## src/ipm_pkg.sv

```systemverilog
// Package: register map, field layout, condition codes and helpers for the entry matcher
package ipm_pkg;

  // ----------------------------------------------------------------
  // Register byte offsets
  // ----------------------------------------------------------------
  localparam logic [7:0] OFS_CTRL = 8'h00;
  localparam logic [7:0] OFS_PROTO = 8'h04;
  localparam logic [7:0] OFS_SRC_ADDR = 8'h08;
  localparam logic [7:0] OFS_SRC_MASK = 8'h0C;
  localparam logic [7:0] OFS_DST_ADDR = 8'h10;
  localparam logic [7:0] OFS_DST_MASK = 8'h14;
  localparam logic [7:0] OFS_ICMP = 8'h18;
  localparam logic [7:0] OFS_STATUS = 8'h1C;
  localparam logic [7:0] OFS_HIT_CNT = 8'h20;

  // ----------------------------------------------------------------
  // Control word field positions
  // ----------------------------------------------------------------
  localparam int CTRL_FT_LSB = 0;
  localparam int CTRL_PM_LSB = 2;
  localparam int CTRL_TTL_LSB = 5;
  localparam int CTRL_FRAG_LSB = 7;
  localparam int CTRL_OPT_LSB = 9;
  localparam int CTRL_SRC_LSB = 11;
  localparam int CTRL_DST_LSB = 13;
  localparam int CTRL_ITYPE_BIT = 15;
  localparam int CTRL_ICODE_BIT = 16;
  localparam int CTRL_W = 17;
  localparam int ICMP_CODE_LSB = 8;
  localparam int STAT_HIT_BIT = 0;
  localparam int STAT_SEEN_BIT = 1;

  // ----------------------------------------------------------------
  // Condition codes
  // ----------------------------------------------------------------
  localparam logic [1:0] FT_OFF = 2'h0;
  localparam logic [1:0] FT_ANY = 2'h1;
  localparam logic [1:0] FT_IPV4 = 2'h2;
  localparam logic [2:0] PM_ANY = 3'h0;
  localparam logic [2:0] PM_SPEC = 3'h1;
  localparam logic [2:0] PM_ICMP = 3'h2;
  localparam logic [2:0] PM_UDP = 3'h3;
  localparam logic [2:0] PM_TCP = 3'h4;
  localparam logic [1:0] TRI_ANY = 2'h0;
  localparam logic [1:0] TRI_NO = 2'h1;
  localparam logic [1:0] TRI_YES = 2'h2;
  localparam logic [1:0] ADR_ANY = 2'h0;
  localparam logic [1:0] ADR_HOST = 2'h1;
  localparam logic [1:0] ADR_NET = 2'h2;
  localparam logic [7:0] PROTO_ICMP = 8'h01;
  localparam logic [7:0] PROTO_TCP = 8'h06;
  localparam logic [7:0] PROTO_UDP = 8'h11;

  // ----------------------------------------------------------------
  // Bus constants and reset values
  // ----------------------------------------------------------------
  localparam logic [1:0] HTRANS_NONSEQ = 2'h2;
  localparam logic [2:0] HSIZE_WORD = 3'h2;
  localparam logic [CTRL_W-1:0] CTRL_RST = 17'h00000;
  localparam logic [31:0] WORD_ZERO = 32'h00000000;
  localparam logic [15:0] CNT_ONE = 16'h0001;

  typedef enum logic [1:0] {BUS_IDLE, BUS_WAIT, BUS_DONE} ipm_bus_st_t;

  // Byte compare that a Specific setting enables and Any bypasses
  function automatic logic ipm_spec_ok(input logic spec, input logic [7:0] val,
                                       input logic [7:0] ref_val);
    return !spec || (val == ref_val);
  endfunction

endpackage

```

## src/ipm_if.sv

```systemverilog
// Interfaces carrying one condition between the matcher and its comparators
`timescale 1ns/1ps
interface ipm_addr_if;
  logic [1:0] mode;
  logic [31:0] field;
  logic [31:0] ref_addr;
  logic [31:0] mask;
  logic ok;
  modport src (output mode, output field, output ref_addr, output mask, input ok);
  modport cmp (input mode, input field, input ref_addr, input mask, output ok);
endinterface

interface ipm_flag_if;
  logic [1:0] mode;
  logic flag;
  logic ok;
  modport src (output mode, output flag, input ok);
  modport cmp (input mode, input flag, output ok);
endinterface

```

## src/ipm_addr_cmp.sv

```systemverilog
// Address condition comparator: any, host or masked network compare
`timescale 1ns/1ps
module ipm_addr_cmp (
  ipm_addr_if.cmp c
);
  // Network compare looks only at bits the mask selects; mode 3 acts as any
  always_comb begin
    unique case (c.mode)
      ipm_pkg::ADR_HOST: begin
        c.ok = (c.field == c.ref_addr);
      end
      ipm_pkg::ADR_NET: begin
        c.ok = ((c.field ^ c.ref_addr) & c.mask) == ipm_pkg::WORD_ZERO;
      end
      default: begin
        c.ok = 1'b1;
      end
    endcase
  end
endmodule

```

## src/ipm_flag_cmp.sv

```systemverilog
// Three-way flag condition: no, yes or any
`timescale 1ns/1ps
module ipm_flag_cmp (
  ipm_flag_if.cmp c
);
  // Mode 3 is unused and treated as any, so a stray code never blocks traffic
  always_comb begin
    unique case (c.mode)
      ipm_pkg::TRI_NO: begin
        c.ok = !c.flag;
      end
      ipm_pkg::TRI_YES: begin
        c.ok = c.flag;
      end
      default: begin
        c.ok = 1'b1;
      end
    endcase
  end
endmodule

```

## src/ipm_top.sv

```systemverilog
// Access control entry matcher for IPv4 headers with an AHB-Lite register slave
`timescale 1ns/1ps
// Summary of operation
// - IPv4 header conditions are evaluated only when the entry frame type selects IPv4.
// - With protocol filter Any the protocol field plays no part in the hit.
// - With protocol filter Specific only frames whose protocol equals the 8-bit value hit.
// - ICMP, UDP or TCP filters require that protocol; only ICMP adds its own type and code conditions.
// - TTL zero rejects TTL above zero, non-zero needs TTL above zero, Any ignores it.
// - A frame is fragmented if more-fragments is set or its offset is above zero; No, Yes, Any.
// - Options No rejects frames with options, Yes requires them, Any ignores them.
// - Source address condition is Any, Host compare or masked Network compare.
// - Destination address condition is Any, Host compare or masked Network compare.
// - For ICMP entries a Specific type condition needs the type to equal the value.
// - For ICMP entries a Specific code condition needs the code to equal the value.
module ipm_top (
  input wire logic i_mclk,
  input wire logic i_arst_n,
  input wire logic i_hsel,
  input wire logic [31:0] i_haddr,
  input wire logic [1:0] i_htrans,
  input wire logic i_hwrite,
  input wire logic [2:0] i_hsize,
  input wire logic [31:0] i_hwdata,
  input wire logic i_hready,
  output logic [31:0] o_hrdata,
  output logic o_hreadyout,
  output logic o_hresp,
  input wire logic i_frm_valid,
  input wire logic i_frm_is_ipv4,
  input wire logic [7:0] i_frm_proto,
  input wire logic [7:0] i_frm_ttl,
  input wire logic i_frm_more_fragments_bit,
  input wire logic [12:0] i_frm_fragment_position,
  input wire logic i_frm_options,
  input wire logic [31:0] i_frm_src_addr,
  input wire logic [31:0] i_frm_dst_addr,
  input wire logic [7:0] i_frm_icmp_type,
  input wire logic [7:0] i_frm_icmp_code,
  output logic o_hit_valid,
  output logic o_hit
);

  // ----------------------------------------------------------------
  // Declarations
  // ----------------------------------------------------------------
  ipm_pkg::ipm_bus_st_t bus_st, next_bus_st;
  logic [7:0] bus_ofs, next_bus_ofs, proto_val, next_proto_val;
  logic bus_hi_zero, next_bus_hi_zero, bus_wr, next_bus_wr, hreadyout, next_hreadyout;
  logic [31:0] hrdata, next_hrdata, src_addr, next_src_addr, src_mask, next_src_mask;
  logic [31:0] dst_addr, next_dst_addr, dst_mask, next_dst_mask;
  logic [ipm_pkg::CTRL_W-1:0] ctrl, next_ctrl;
  logic [15:0] icmp_val, next_icmp_val, hit_cnt, next_hit_cnt;
  logic hit_valid, next_hit_valid, hit, next_hit, seen, next_seen;
  logic accept, do_write, cnt_clear;
  logic [1:0] ft;
  logic [2:0] pm;
  logic proto_ok, icmp_ok, ip_ok, match;
  ipm_addr_if src_c (), dst_c ();
  ipm_flag_if ttl_c (), frag_c (), opt_c ();

  assign ft = ctrl[ipm_pkg::CTRL_FT_LSB +: 2];
  assign pm = ctrl[ipm_pkg::CTRL_PM_LSB +: 3];

  // ----------------------------------------------------------------
  // AHB-Lite slave
  // ----------------------------------------------------------------
  // Every transfer takes one wait state so that reads see writes just before them
  assign accept = i_hsel && i_hready && (i_htrans == ipm_pkg::HTRANS_NONSEQ);
  assign do_write = (bus_st == ipm_pkg::BUS_WAIT) && bus_wr && bus_hi_zero;
  assign cnt_clear = do_write && (bus_ofs == ipm_pkg::OFS_HIT_CNT);

  always_comb begin
    next_bus_st = bus_st;
    next_bus_ofs = bus_ofs;
    next_bus_hi_zero = bus_hi_zero;
    next_bus_wr = bus_wr;
    next_hrdata = hrdata;
    unique case (bus_st)
      ipm_pkg::BUS_WAIT: begin
        next_bus_st = ipm_pkg::BUS_DONE;
        next_hrdata = ipm_pkg::WORD_ZERO;
        if (!bus_wr && bus_hi_zero) begin
          unique case (bus_ofs)
            ipm_pkg::OFS_CTRL: next_hrdata = {15'h0000, ctrl};
            ipm_pkg::OFS_PROTO: next_hrdata = {24'h000000, proto_val};
            ipm_pkg::OFS_SRC_ADDR: next_hrdata = src_addr;
            ipm_pkg::OFS_SRC_MASK: next_hrdata = src_mask;
            ipm_pkg::OFS_DST_ADDR: next_hrdata = dst_addr;
            ipm_pkg::OFS_DST_MASK: next_hrdata = dst_mask;
            ipm_pkg::OFS_ICMP: next_hrdata = {16'h0000, icmp_val};
            ipm_pkg::OFS_STATUS: next_hrdata = {30'h00000000, seen, hit};
            ipm_pkg::OFS_HIT_CNT: next_hrdata = {16'h0000, hit_cnt};
            default: next_hrdata = ipm_pkg::WORD_ZERO;
          endcase
        end
      end
      default: begin
        next_bus_st = ipm_pkg::BUS_IDLE;
      end
    endcase
    if (bus_st != ipm_pkg::BUS_WAIT && accept) begin
      next_bus_st = ipm_pkg::BUS_WAIT;
      next_bus_ofs = i_haddr[7:0];
      next_bus_hi_zero = (i_haddr[31:8] == 24'h000000) && (i_haddr[1:0] == 2'h0);
      next_bus_wr = i_hwrite && (i_hsize == ipm_pkg::HSIZE_WORD);
    end
    next_hreadyout = (next_bus_st != ipm_pkg::BUS_WAIT);
  end

  // Bus state registers
  always_ff @(posedge i_mclk or negedge i_arst_n) begin
    if (!i_arst_n) begin
      bus_st <= ipm_pkg::BUS_IDLE;
      bus_ofs <= 8'h00;
      bus_hi_zero <= 1'b0;
      bus_wr <= 1'b0;
      hrdata <= ipm_pkg::WORD_ZERO;
      hreadyout <= 1'b1;
    end else begin
      bus_st <= next_bus_st;
      bus_ofs <= next_bus_ofs;
      bus_hi_zero <= next_bus_hi_zero;
      bus_wr <= next_bus_wr;
      hrdata <= next_hrdata;
      hreadyout <= next_hreadyout;
    end
  end

  // ----------------------------------------------------------------
  // Entry configuration registers
  // ----------------------------------------------------------------
  // Writes to status or unmapped offsets are dropped; the response stays OKAY
  always_comb begin
    next_ctrl = ctrl;
    next_proto_val = proto_val;
    next_src_addr = src_addr;
    next_src_mask = src_mask;
    next_dst_addr = dst_addr;
    next_dst_mask = dst_mask;
    next_icmp_val = icmp_val;
    if (do_write) begin
      unique case (bus_ofs)
        ipm_pkg::OFS_CTRL: next_ctrl = i_hwdata[ipm_pkg::CTRL_W-1:0];
        ipm_pkg::OFS_PROTO: next_proto_val = i_hwdata[7:0];
        ipm_pkg::OFS_SRC_ADDR: next_src_addr = i_hwdata;
        ipm_pkg::OFS_SRC_MASK: next_src_mask = i_hwdata;
        ipm_pkg::OFS_DST_ADDR: next_dst_addr = i_hwdata;
        ipm_pkg::OFS_DST_MASK: next_dst_mask = i_hwdata;
        ipm_pkg::OFS_ICMP: next_icmp_val = i_hwdata[15:0];
        default: next_ctrl = ctrl;
      endcase
    end
  end

  // Reset leaves the entry off so nothing hits before software sets it up
  always_ff @(posedge i_mclk or negedge i_arst_n) begin
    if (!i_arst_n) begin
      ctrl <= ipm_pkg::CTRL_RST;
      proto_val <= 8'h00;
      src_addr <= ipm_pkg::WORD_ZERO;
      src_mask <= ipm_pkg::WORD_ZERO;
      dst_addr <= ipm_pkg::WORD_ZERO;
      dst_mask <= ipm_pkg::WORD_ZERO;
      icmp_val <= 16'h0000;
    end else begin
      ctrl <= next_ctrl;
      proto_val <= next_proto_val;
      src_addr <= next_src_addr;
      src_mask <= next_src_mask;
      dst_addr <= next_dst_addr;
      dst_mask <= next_dst_mask;
      icmp_val <= next_icmp_val;
    end
  end

  // ----------------------------------------------------------------
  // Condition comparators
  // ----------------------------------------------------------------
  assign src_c.mode = ctrl[ipm_pkg::CTRL_SRC_LSB +: 2];
  assign src_c.field = i_frm_src_addr;
  assign src_c.ref_addr = src_addr;
  assign src_c.mask = src_mask;
  assign dst_c.mode = ctrl[ipm_pkg::CTRL_DST_LSB +: 2];
  assign dst_c.field = i_frm_dst_addr;
  assign dst_c.ref_addr = dst_addr;
  assign dst_c.mask = dst_mask;
  assign ttl_c.mode = ctrl[ipm_pkg::CTRL_TTL_LSB +: 2];
  assign ttl_c.flag = (i_frm_ttl != 8'h00);
  assign frag_c.mode = ctrl[ipm_pkg::CTRL_FRAG_LSB +: 2];
  assign frag_c.flag = i_frm_more_fragments_bit || (i_frm_fragment_position != 13'h0000);
  assign opt_c.mode = ctrl[ipm_pkg::CTRL_OPT_LSB +: 2];
  assign opt_c.flag = i_frm_options;

  ipm_addr_cmp u_src_cmp (.c(src_c));
  ipm_addr_cmp u_dst_cmp (.c(dst_c));
  ipm_flag_cmp u_ttl_cmp (.c(ttl_c));
  ipm_flag_cmp u_frag_cmp (.c(frag_c));
  ipm_flag_cmp u_opt_cmp (.c(opt_c));

  // Protocol filter; unused codes never hit so a bad setting fails closed
  always_comb begin
    unique case (pm)
      ipm_pkg::PM_ANY: proto_ok = 1'b1;
      ipm_pkg::PM_SPEC: proto_ok = (i_frm_proto == proto_val);
      ipm_pkg::PM_ICMP: proto_ok = (i_frm_proto == ipm_pkg::PROTO_ICMP);
      ipm_pkg::PM_UDP: proto_ok = (i_frm_proto == ipm_pkg::PROTO_UDP);
      ipm_pkg::PM_TCP: proto_ok = (i_frm_proto == ipm_pkg::PROTO_TCP);
      default: proto_ok = 1'b0;
    endcase
  end

  // ICMP extras only count when the entry filters ICMP
  assign icmp_ok = (pm != ipm_pkg::PM_ICMP) ||
                   (ipm_pkg::ipm_spec_ok(ctrl[ipm_pkg::CTRL_ITYPE_BIT], i_frm_icmp_type,
                                         icmp_val[7:0]) &&
                    ipm_pkg::ipm_spec_ok(ctrl[ipm_pkg::CTRL_ICODE_BIT], i_frm_icmp_code,
                                         icmp_val[ipm_pkg::ICMP_CODE_LSB +: 8]));
  assign ip_ok = proto_ok && icmp_ok && ttl_c.ok && frag_c.ok && opt_c.ok &&
                 src_c.ok && dst_c.ok;

  // Frame type gate; other frame types are matched elsewhere, not here
  always_comb begin
    unique case (ft)
      ipm_pkg::FT_ANY: match = 1'b1;
      ipm_pkg::FT_IPV4: match = i_frm_is_ipv4 && ip_ok;
      default: match = 1'b0;
    endcase
  end

  // ----------------------------------------------------------------
  // Result and statistics
  // ----------------------------------------------------------------
  // A hit in the cycle the counter is cleared still counts once
  always_comb begin
    next_hit_valid = i_frm_valid;
    next_hit = hit;
    next_seen = seen;
    next_hit_cnt = cnt_clear ? 16'h0000 : hit_cnt;
    if (i_frm_valid) begin
      next_hit = match;
      next_seen = 1'b1;
      if (match) begin
        next_hit_cnt = cnt_clear ? ipm_pkg::CNT_ONE : hit_cnt + ipm_pkg::CNT_ONE;
      end
    end
  end

  // Result registers
  always_ff @(posedge i_mclk or negedge i_arst_n) begin
    if (!i_arst_n) begin
      hit_valid <= 1'b0;
      hit <= 1'b0;
      seen <= 1'b0;
      hit_cnt <= 16'h0000;
    end else begin
      hit_valid <= next_hit_valid;
      hit <= next_hit;
      seen <= next_seen;
      hit_cnt <= next_hit_cnt;
    end
  end

  assign o_hrdata = hrdata;
  assign o_hreadyout = hreadyout;
  assign o_hresp = 1'b0;
  assign o_hit_valid = hit_valid;
  assign o_hit = hit;
endmodule

```

## config.mk

```make
export PLATFORM = sky130hd
export DESIGN_NAME = ipm_top
export DESIGN_NICKNAME = d
export VERILOG_FILES = /design/src/ipm_pkg.sv /design/src/ipm_if.sv /design/src/ipm_addr_cmp.sv /design/src/ipm_flag_cmp.sv /design/src/ipm_top.sv
export SDC_FILE = /design/constraint.sdc
export NUM_CORES = 1
export LEC_CHECK = 0
export BUFFER_PORTS_ARGS = -buffer_cell sky130_fd_sc_hd__buf_2
export CAP_MARGIN = 40
export CORE_MARGIN = 5
export CORE_UTILIZATION = 55
export DETAILED_ROUTE_END_ITERATION = 12
export GPL_TIMING_DRIVEN = 1
export PLACE_DENSITY = 0.79
export SYNTH_ARGS = -nofsm -noshare
export SYNTH_HDL_FRONTEND = slang
export SYNTH_SLANG_ARGS = --single-unit
```

## constraint.sdc

```tcl
create_clock -name i_mclk -period 2.9 [get_ports i_mclk]
set_input_delay 0.58 -clock i_mclk [delete_from_list [all_inputs] [get_ports i_mclk]]
set_output_delay 0.58 -clock i_mclk [all_outputs]
set_load 0.02 [all_outputs]
```

Word level (Yosys, flattened, before mapping):

Index checks and enable logic that the tools add are counted.

* register bits: 233
* input bits: 187

* add/sub/neg operators: 1
* eq/ne operators: 38
* multiplexer cells: 15
* bitwise gates (word level): 4
* reductions and logical operators: 42

Operator list (count)
* 32-bit case mux with 9 select lines: 1
* 32-bit AND: 2
* 32-bit == test: 2
* 32-bit zero test: 2
* 16-bit 2-to-1 mux: 4
* 32-bit XOR: 2
* 8-bit by 5-bit == test with 1-bit output (second input constant): 5
* 32-bit 2-to-1 mux: 1
* 8-bit == test: 3
* 24-bit zero test: 1
* 1-bit logical AND: 17
* 16-bit by 1-bit adder with 16-bit output (second input constant): 1
* 8-bit by 3-bit == test with 1-bit output (second input constant): 2
* 8-bit by 4-bit == test with 1-bit output (second input constant): 2
* 2-bit by 1-bit == test with 1-bit output (second input constant): 7
* 2-bit == test (second input constant): 7
* 2-bit AND reduction: 7
* 13-bit nonzero test: 1
* 1-bit case mux with 2 select lines: 6
* 3-bit by 2-bit == test with 1-bit output (second input constant): 3
* 8-bit by 1-bit == test with 1-bit output (second input constant): 1
* 8-bit by 6-bit == test with 1-bit output (second input constant): 1
* 8-bit zero test: 1
* 8-bit nonzero test: 1
* other kinds (10): 20

Logic depth before layout (Yosys ltp):

Gate-level depths: netlist of run 1.

* depth after elaboration: 14
* gate-level depth with buffers: 10
* depth with buffers taken out: 9

Modules after synthesis:

A second synthesis of run 1 with hierarchy kept.

* cells, all modules: 1015
* area, all modules: 11875.1 um^2

Modules (own cells, without submodules)
* ipm_top: times used 1, cells each 857, area each 10621.4 um^2
* ipm_addr_cmp: times used 2, cells each 70, area each 555.5 um^2
* ipm_flag_cmp: times used 3, cells each 6, area each 47.5 um^2

Worst setup path after synthesis of run 1:

No wires, ideal clock.

* kind: input to register
* start: in i_frm_src_addr[12]
* end: reg hit_cnt[10]
* library setup time: 79 ps
* arrival: 2329 ps
* data required time: 2821 ps
* slack: 492 ps
* stages on the path: 9
* path buffers: 1
* cells stage by stage: xor2_1 -> a22o_1 -> a221oi_1 -> and4_1 -> nand4_1 -> a22o_1 -> buf_6 -> o32ai_2 -> mux2i_1

* longest elaborated chain between the ends: 10
* elaborated cells on any way between the ends: 11
* those cells by class: 1 x eq/ne; 4 x mux; 2 x bitwise; 4 x reduce/logical

Ends and longest elaborated chain
* start: declaration: line ipm_top.sv:35 `input wire logic [31:0] i_frm_src_addr,`
* 32-bit XOR: line ipm_addr_cmp.sv:13 `c.ok = ((c.field ^ c.ref_addr) & c.mask) == ipm_pkg::WORD_ZERO;`
* 32-bit AND: line ipm_addr_cmp.sv:13
* 32-bit zero test: line ipm_addr_cmp.sv:13
* 1-bit case mux with 2 select lines *: line ipm_addr_cmp.sv:8 `unique case (c.mode)`
* 1-bit logical AND *: line ipm_top.sv:218 `assign ip_ok = proto_ok && icmp_ok && ttl_c.ok && frag_c.ok && opt_c.ok &&`
* 1-bit logical AND *: line ipm_top.sv:219 `src_c.ok && dst_c.ok;`
* 1-bit logical AND *: line ipm_top.sv:225 `ipm_pkg::FT_IPV4: match = i_frm_is_ipv4 && ip_ok;`
* 1-bit case mux with 2 select lines *: line ipm_top.sv:223 `unique case (ft)`
* 16-bit 2-to-1 mux *: line ipm_top.sv:242 `if (match) begin`
* 16-bit 2-to-1 mux *: line ipm_top.sv:239 `if (i_frm_valid) begin`
* named net next_hit_cnt[10]: line ipm_top.sv:52 `logic [15:0] icmp_val, next_icmp_val, hit_cnt, next_hit_cnt;`
* end signal: assignment: line ipm_top.sv:259 `hit_cnt <= next_hit_cnt;`
* end: declaration: line ipm_top.sv:52

Mark *: on every way through the listed nets, which the timed path passes. The rest lies on a longest branch.
A chain may end at the register's enable or synchronous reset.

Worst setup path after layout of run 1:

* start: reg src_addr[16]
* end: reg hit_cnt[8]

* longest elaborated chain between the ends: 10
* elaborated cells on any way between the ends: 11
* those cells by class: 1 x eq/ne; 4 x mux; 2 x bitwise; 4 x reduce/logical

Ends and longest elaborated chain
* start: declaration: line ipm_top.sv:49 `logic [31:0] hrdata, next_hrdata, src_addr, next_src_addr, src_mask, next_src_mask;`
* start signal: assignment: line ipm_top.sv:160 `src_addr <= ipm_pkg::WORD_ZERO;`
* start signal: assignment: line ipm_top.sv:168 `src_addr <= next_src_addr;`
* 32-bit XOR: line ipm_addr_cmp.sv:13
* 32-bit AND: line ipm_addr_cmp.sv:13
* 32-bit zero test: line ipm_addr_cmp.sv:13
* 1-bit case mux with 2 select lines *: line ipm_addr_cmp.sv:8
* 1-bit logical AND *: line ipm_top.sv:218
* 1-bit logical AND *: line ipm_top.sv:219
* 1-bit logical AND *: line ipm_top.sv:225
* 1-bit case mux with 2 select lines *: line ipm_top.sv:223
* 16-bit 2-to-1 mux *: line ipm_top.sv:242
* 16-bit 2-to-1 mux *: line ipm_top.sv:239
* named net next_hit_cnt[8]: line ipm_top.sv:52

Marks and branches as above.

==> results.md, run 1 <==
- The flow ran to the end, and the final reports show no timing, DRC or antenna violations.
- For this block, the via count after detailed routing is 9827.
- The core area is 0.0216 sq mm.
- The number of hold-repair buffers added at the cts stage is 1.
- The worst clock skew on the final layout is 12.4 ps.
- Counting every sink on the clock net gives 233.
- Setup repair after global routing left no endpoint under its margin.
- The post-CTS resize count is 0.
- Together, buffers and inverters on the worst path number 1.
- After synthesis, the most frequently instantiated cells are 232 x dfrtp_1, 179 x mux2_2, 66 x nand2_1, 65 x xor2_1, 37 x nand3_1.
- For this run, the top clock speed supported by timing is 378 MHz.
- Data on the critical path is required at its endpoint by 3330 ps.
- The total number of yosys warnings is 0.
- The starting density of the core is 55.3%.
- Counting flops with a built-in enable in the synthesized netlist gives 0.
- The number of cell rows is 54.
- The via-per-instance ratio is 6.38.
- The post-CTS setup-driven buffer insertion count is 0.
- The launching element type of the critical path is a flip-flop.
- The worst path in the final design needs a cycle of 2650 ps, including I/O delays and setup.
- The count of antenna-violating nets left after detailed routing is 0.
- The number of search-and-repair iterations in the first detailed-routing pass is 9.
- Walking the worst path, the cells encountered are xor2_1 -> a22oi_1 -> nand3_1 -> a221oi_1 -> nand4_1 -> a22o_1 -> buf_12 -> o32ai_2 -> mux2i_1.
- The hold violation count in the final report is 0.
- The die covers 0.0248 sq mm.
- The diode insertion count for antenna repair is 0.
- Setup violations remaining at the end of the flow were counted as 0.
- The congestion estimate from routability-driven global placement came to 1.03.
- The cell depth of the worst min-delay path is 1.
- In this run the most critical hold path is launched from i_frm_valid.
- Data arrives at the worst endpoint at 3080 ps.
- The number of global-route vias before repair is 9901.
- The instance area at placement is 0.0135 sq mm.
- In this run the critical register-to-register path is captured at hit_cnt[8]$_DFF_PN0_.
- The fraction of registers with async set or reset after synthesis is 100%.
- The post-synthesis area per instance is 11.8 sq um.
- Wires add up to 38100 um.
- The top fanout value on the critical path is 12.
- The number of nets in the final layout is 1442.
- Compared with the post-synthesis result, the final layout area differs by 20.3%.
- At the pin with the least slew margin, the transition time is 810 ps.
- The worst ir drop on vdd is 0.000555 V.
- TritonCTS built the clock tree.
- By area the synthesized netlist is led by dfrtp_1 49%, mux2_2 17%, xor2_1 4.8%.
- The tool flagged a number of max-cap violations equal to 0.
- Setup total negative slack on the finished layout was measured at 0 ps.
- The setup slack of the worst register-to-register path is 250 ps.
- During placement, the flow inserted port buffers numbering 221.
- The global-route congestion overflow total is 0.
- The setup path with the least slack is of type reg2reg.
- Among all flip-flop cells after synthesis, the most frequent one is dfrtp_1.
- Synthesis produced 1014 cells.
- After clock tree synthesis, the clock-pin slew on the worst setup and hold paths is 60 ps.
- The number of nets handed over by synthesis was 1214.
- The post-synthesis sequential element count is 233.
- The critical-path cell with the highest stage delay is dfrtp_1.
- The tree is rooted in a clkbuf_16.
- The H-tree level count is 1.
- The part of the cycle the worst path needs is 91.2%.
- The cell area after synthesis is 0.0120 sq mm.
- The global router's overall resource usage is 30.5%.
- The finished cells cover 0.0144 sq mm.
- In this run the vertical extent of the chip is 157 um.
- The width of the die is 157 um.
- The kind of path behind the tightest hold check is in2reg.
- The reported leakage power is 0.00642 uW.
- The maximum root-to-sink buffer count is 3.
- The share of cells above drive strength 1 is 39.4%.
- The later pin in the worst-skew pair is clocked with a latency of 520 ps.
- The initial antenna violation count was 0.
- The total half-perimeter wirelength after legalization and detailed placement is 28400 um.
- The largest net degree at the start of global routing is 87.
- Power spread over the standard cell area amounts to 558 mW/mm^2.
- The number of ports placed on the die boundary is 223.
- The number of buffers inserted during clock tree synthesis is 25.
- The worst setup path is captured at a flip-flop.
- The fraction of post-synthesis cell area in the top cell type by area is 48.6%.
- The number of cells on the worst reg-to-reg path is 9.
- The largest single stage delay on the critical path is 410 ps.
- Yosys instantiated no cell more often than dfrtp_1.
- The number of remaining DRC errors is 0.
- The total count of max-transition violations in the final report is 0.
- Among cell families on the critical path, the largest total delay comes from compound AO/OA/AOI/OAI gates.
- Dividing the detail-routed wire length by the instance count gives 24.7 um.
- In this run, the number of DRC markers left after iteration 0 of detailed routing was 1044.
- The first global-routing pass estimated 58200 um of wire.
- The relative slew slack is 45.8%.
- The fraction of the yosys area taken by sequential cells is 48.8%.
- The biggest area contributor in the post-synthesis netlist is dfrtp_1.
- The launching point of the worst reg2reg path is src_addr[16]$_DFFE_PN0P_.
- The end point of the worst hold path is o_hit_valid$_DFF_PN0_.
- Yosys mapped the design onto 55 distinct sky130hd cell types.
[registers in the layout (all words and copies together) (netlist names)]
signal,count
dst_addr,32
dst_c.mask,32
o_hrdata,32
src_addr,32
src_c.mask,32
ctrl,17
hit_cnt,16
icmp_val,16
bus_ofs,8
proto_val,8
bus_st,2
bus_hi_zero,1
bus_wr,1
o_hit,1
o_hit_valid,1
o_hreadyout,1
seen,1
[cell usage in the layout (no fill, tap or decap), drive strengths merged, types with 19 or more instances in the layout]
| master | netlist | final |
|---|---|---|
| a22oi | 35 | 35 |
| nand2 | 68 | 68 |
| a22o | 33 | 33 |
| o21ai | 23 | 23 |
| nand3 | 37 | 37 |
| xnor2 | 22 | 22 |
| nand4 | 19 | 19 |
| xor2 | 65 | 65 |
| nor2 | 19 | 19 |
| a221oi | 21 | 21 |
| nor3 | 20 | 20 |
| nor4 | 26 | 26 |
| buf | 23 | 254 |
| clkbuf | 31 | 37 |
| a222oi | 29 | 29 |
| mux2 | 180 | 180 |
| dfrtp | 232 | 232 |
[layout make-up]
type                            instances  area (sq um)
Fill cell                            1648          7240
Inverter                               16          60.1
Timing Repair Buffer                  255          1420
Clock inverter                          8           121
Sequential cell                       233          5830
Clock buffer                           37           751
Tap cell                              280           350
Multi-Input combinational cell        711          5850
[worst reg2reg max path, delay by kind of cell, from the launching register on]
| kind | cells | cell delay (ps) |
|---|---|---|
| AO/OA/AOI/OAI | 4 | 1200 |
| flip-flops | 1 | 410 |
| multiplexers | 1 | 250 |
| AND/OR/NAND/NOR | 2 | 330 |
| buffers and inverters | 1 | 160 |
| XOR/XNOR | 1 | 220 |
[stage by stage]
stage / hold WS [ps] / worst slack (ps) / util, % / power [uW] / instances
after CTS: 225 / 324 / 66.5 / 8030 / 1540
after global placement: 449 / 98.2 / 62.4 / 4660 / 1493
after detailed placement: 456 / 62.2 / 62.4 / 4700 / 1494
after floorplan: 284 / 492 / - / 4170 / 1014
final: 238 / 254 / 66.5 / 8030 / 1540
after global routing: 239 / 24.7 / 66.5 / 8290 / 1540
[routing by layer]
metal  GRT usage [%]  routed length (um)  vias up
li1                -                   -     4274
met1            41.5               15000     4939
met2            50.4               18500      520
met3            4.07                3050       94
met4            10.9                1520        0
met5               0                   0        -
[kinds of logic (layout without fill, tap and decap cells)]
kind of cell             Yosys count  count (layout)  share of synthesized area [%]
flip-flops                       233             233                           48.8
other                              1               1                         0.0314
adder cells (fa/ha/maj)           13              13                           1.36
buffers and inverters             70             316                           2.38
AND/OR/NAND/NOR                  234             234                           10.4
AO/OA/AOI/OAI                    183             183                           12.6
multiplexers                     193             193                           18.1
XOR/XNOR                          87              87                           6.38
[worst max-delay path by stage]
| stage | from | end | slack, ps | depth (start not counted) |
|---|---|---|---|---|
| 3_5_place_dp | i_frm_icmp_code[1] | hit_cnt[8]$_DFF_PN0_ | 60 | 10 |
| 4_1_cts | src_addr[16]$_DFFE_PN0P_ | hit_cnt[8]$_DFF_PN0_ | 320 | 9 |
| 2_1_floorplan | i_frm_src_addr[12] | hit_cnt[10]$_DFF_PN0_ | 490 | 9 |
| 6_report | src_addr[16]$_DFFE_PN0P_ | hit_cnt[8]$_DFF_PN0_ | 250 | 9 |
| 3_3_place_gp | i_frm_icmp_code[1] | hit_cnt[15]$_DFF_PN0_ | 100 | 10 |
| 5_1_grt | ctrl[3]$_DFFE_PN0P_ | hit_cnt[15]$_DFF_PN0_ | 20 | 9 |
[where the power goes]
group          internal [uW]  total, uW  leakage [uW]  switching [uW]
registers               3430       3640       0.00277             214
logic                    445       1020       0.00322             574
clock network           2050       3370      0.000429            1310
No activity file was read; power rests on OpenSTA's default activity.
==> run 2, diff against run 1 <==
- CORE_UTILIZATION: 55 -> 45
- PLACE_DENSITY: 0.79 -> 0.67
==> run 2 against run 1 <==
  * Hold slack lost 190 ps
  * Non-clock buffer count increased by 1
  * Wire length up 2.8%
  * Clock-buffer cell count is 1 lower
  * Power is 0.12% lower
  * Via count down 3.3%
  * Largest cell class unchanged
==> results.md, run 2 (same netlist as run 1, synthesis figures left out) <==
- The clock transition at the registers of the reported paths is 60 ps.
- Entering global routing, the biggest net connects 81 pins.
- The first detailed-routing pass took 8 iterations.
- In this design, the largest share of critical-path delay is due to simple AND/OR/NAND/NOR gates.
- For the final routed database, the setup TNS stands at 0 ps.
- The die is 173 um wide.
- The growth of design area from synthesis to finish is 21.0%.
- The filler cell count in the final layout is 2315.
- The hold violation count in the final report was 0.
- Row generation in the floorplan step produced 59 rows.
- The number of buffers and inverters on the critical path is 1.
- In this run the post-CTS setup repair buffer count came out at 0.
- The number of nets in the final layout is 1445.
- The global router's overall resource usage is 25.3%.
- The largest stage delay on the critical path is 540 ps.
- The reported leakage power is 0.00643 uW.
- The flow ran to the end, and the final reports show no timing, DRC or antenna violations.
- The total wire length is 39100 um.
- The number of buffers inserted during clock tree synthesis is 27.
- The diode insertion count for antenna repair is 0.
- The part of the total power dissipated in combinational logic is 12.8%.
- STA puts the critical path data required time at 3350 ps.
- After detailed routing, the average wire length per cell comes to 24.5 um.
- The clock passes through at most 3 buffers.
- The worst setup path is captured at a flip-flop.
- The critical path starts at ctrl[3]$_DFFE_PN0P_.
- The number of ports placed on the die boundary is 223.
- In this run, placement finished with an instance count of 1551.
- The clock latency at the later pin of the worst-skew pair is 540 ps.
- Measured against its own limit, the worst slew margin works out to 43.2%.
- The global-route congestion overflow total is 0.
- The initial utilization of the core area, before any placement, comes to 45.7%.
- The count of antenna-violating nets left after detailed routing is 0.
- The met3 track utilization from global routing is 3.69%.
- In this run the power spent charging and discharging nets is 2160 uW.
- Leaving out filler cells and counting taps, the final layout contains 1600.
- The worst clock skew on the final layout is 13.8 ps.
- Once detailed placement completed, the half-perimeter wirelength came to 29200 um.
- For the worst setup path, the data arrival time is 3090 ps.
- For the pin with the worst max-slew slack, the measured transition is 848 ps.
- The start-to-end type of the worst setup path is reg2reg.
- The launching point of the worst reg2reg path is ctrl[3]$_DFFE_PN0P_.
- The most frequent standard cell in the layout excluding fill and tap cells is dfrtp_1.
- In this run the tool buffered the top-level ports with 221 buffer cells.
- For this design the ratio of total power to cell area is 555 mW/mm^2.
- The largest individual stage delay along the critical path comes from the cell nor3b_1.
- The power share of the clock group is 41.8%.
- The launching element type of the critical path is a flip-flop.
- The sink count of the clock tree is 233.
- The die span in y is 173 um.
- The number of setup violations in the final report is 0.
- Dividing the final minimum period by the clock period gives 90.9%.
- The number of DRC markers in iteration 0 is 935.
- Traced cell by cell, the critical path runs through nor3b_1 -> nor3_1 -> o32ai_2 -> nand4_1 -> o32ai_1 -> buf_4 -> nand2_2 -> o31ai_2 -> mux2i_1.
- Of all nets on the critical path, the largest fanout is 12.
- The number of global-route vias before repair is 9777.
- The number of vias after detailed routing is 9505.
- The kind of path behind the tightest hold check is in2async.
- The peak clock frequency supported by timing is 379 MHz.
- The total count of max-transition violations in the final report is 0.
- The reported max-cap violation count is 0.
- The number of hold-repair buffers added at the cts stage is 0.
- Registers are responsible for 45.4% of the overall power.
- The post-CTS resize count is 0.
- The internal cell power is 5860 uW.
- The busiest metal layer after global routing is met2.
- The root buffer cell is clkbuf_16.
- The initial antenna violation count is 0.
- After detailed routing, the number of remaining DRC violations is 0.
- The final critical-path required period is 2640 ps.
- The overall die area is 0.0299 sq mm.
- The TritonCTS clock tree is done.
- The met1 demand-to-capacity share in global routing is 35.0%.
- The routing usage on met2 is 41.7%.
- The top cell types in the final layout, fill and taps aside, are 232 x dfrtp_1, 220 x buf_2, 179 x mux2_2, 66 x nand2_1, 65 x xor2_1.
- Dividing the detail-routed via count by the number of cells gives 5.94.
- The core area is 0.0261 sq mm.
- The area of the multi-input gates is 0.00585 sq mm.
- Setup repair after global routing left no endpoint under its margin.
- The first global-routing pass estimated 59600 um of wire.
- Registers take 0.00583 sq mm.
- Of the total power, the share spent switching nets is 26.9%.
- The worst ir drop on vdd is 0.000465 V.
- The share of cells above drive strength 1 is 39.6%.
- The weighted congestion reported at the end of routability-driven placement is 0.964.
- In this run the number of H-tree levels came out at 1.
==> run 2: cell types whose count changed in the layout (fill, tap and decap cells not counted), moves of 2 or more <==
cell,previous run,this run
buf_4,29,31
clkbuf_16,25,27
clkbuf_8,8,4
clkinv_2,3,8
==> run 2: final timing paths <==
check	endpoint	slack [ps]	cells past startpoint
hold / removal	bus_st[1]$_DFF_PN0_	50	1
max in group asynchronous	src_c.mask[23]$_DFFE_PN0P_	2070	2
hold reg to reg	seen$_DFFE_PN0P_	470	1
min in group i_mclk	o_hit_valid$_DFF_PN0_	210	1
setup reg to reg	hit_cnt[13]$_DFF_PN0_	260	9
setup / recovery	hit_cnt[13]$_DFF_PN0_	260	9
==> run 2: power groups by stage <==
stage | Combinational, uW | Clock (uW) | Sequential, uW
floorplan | 567 | 0 | 3610
global placement | 1010 | 0 | 3680
detailed placement | 1020 | 0 | 3690
CTS | 1030 | 3410 | 3630
global route | 1120 | 3540 | 3660
finish | 1020 | 3350 | 3640
==> run 2: cell type report <==
class,count,share of cell area [%]
Inverter,16,0.415
Clock buffer,36,5.18
Tap cell,335,2.90
Clock inverter,13,0.857
Sequential cell,233,40.3
Timing Repair Buffer,256,9.88
Multi-Input combinational cell,711,40.4
==> run 2: metal layers <==
layer  vias to the layer above  wire (um)
met5                         -          0
met3                        72       2290
met2                       347      18900
met1                      4787      16800
met4                         0       1120
li1                       4299          -
==> run 2: through the flow <==
stage | power, uW | hold WS (ps) | setup slack, ps | util, % | area (sq um)
floorplan | 4170 | 284 | 492 | - | 12000
global placement | 4690 | 450 | 69.3 | 52.0 | 13600
detailed placement | 4710 | 454 | 37.8 | 52.0 | 13600
CTS | 8070 | 65.8 | 281 | 55.3 | 14500
global route | 8320 | 96.6 | 6.56 | 55.3 | 14500
finish | 8020 | 50.2 | 265 | 55.3 | 14500
==> run 2: worst register-to-register path, stage by stage (launching register included) <==
cell and delay [ps]:
dfrtp_1 410, nor3b_1 540, nor3_1 150, o32ai_2 230, nand4_1 110, o32ai_1 150, buf_4 180, nand2_2 200
o31ai_2 360, mux2i_1 220
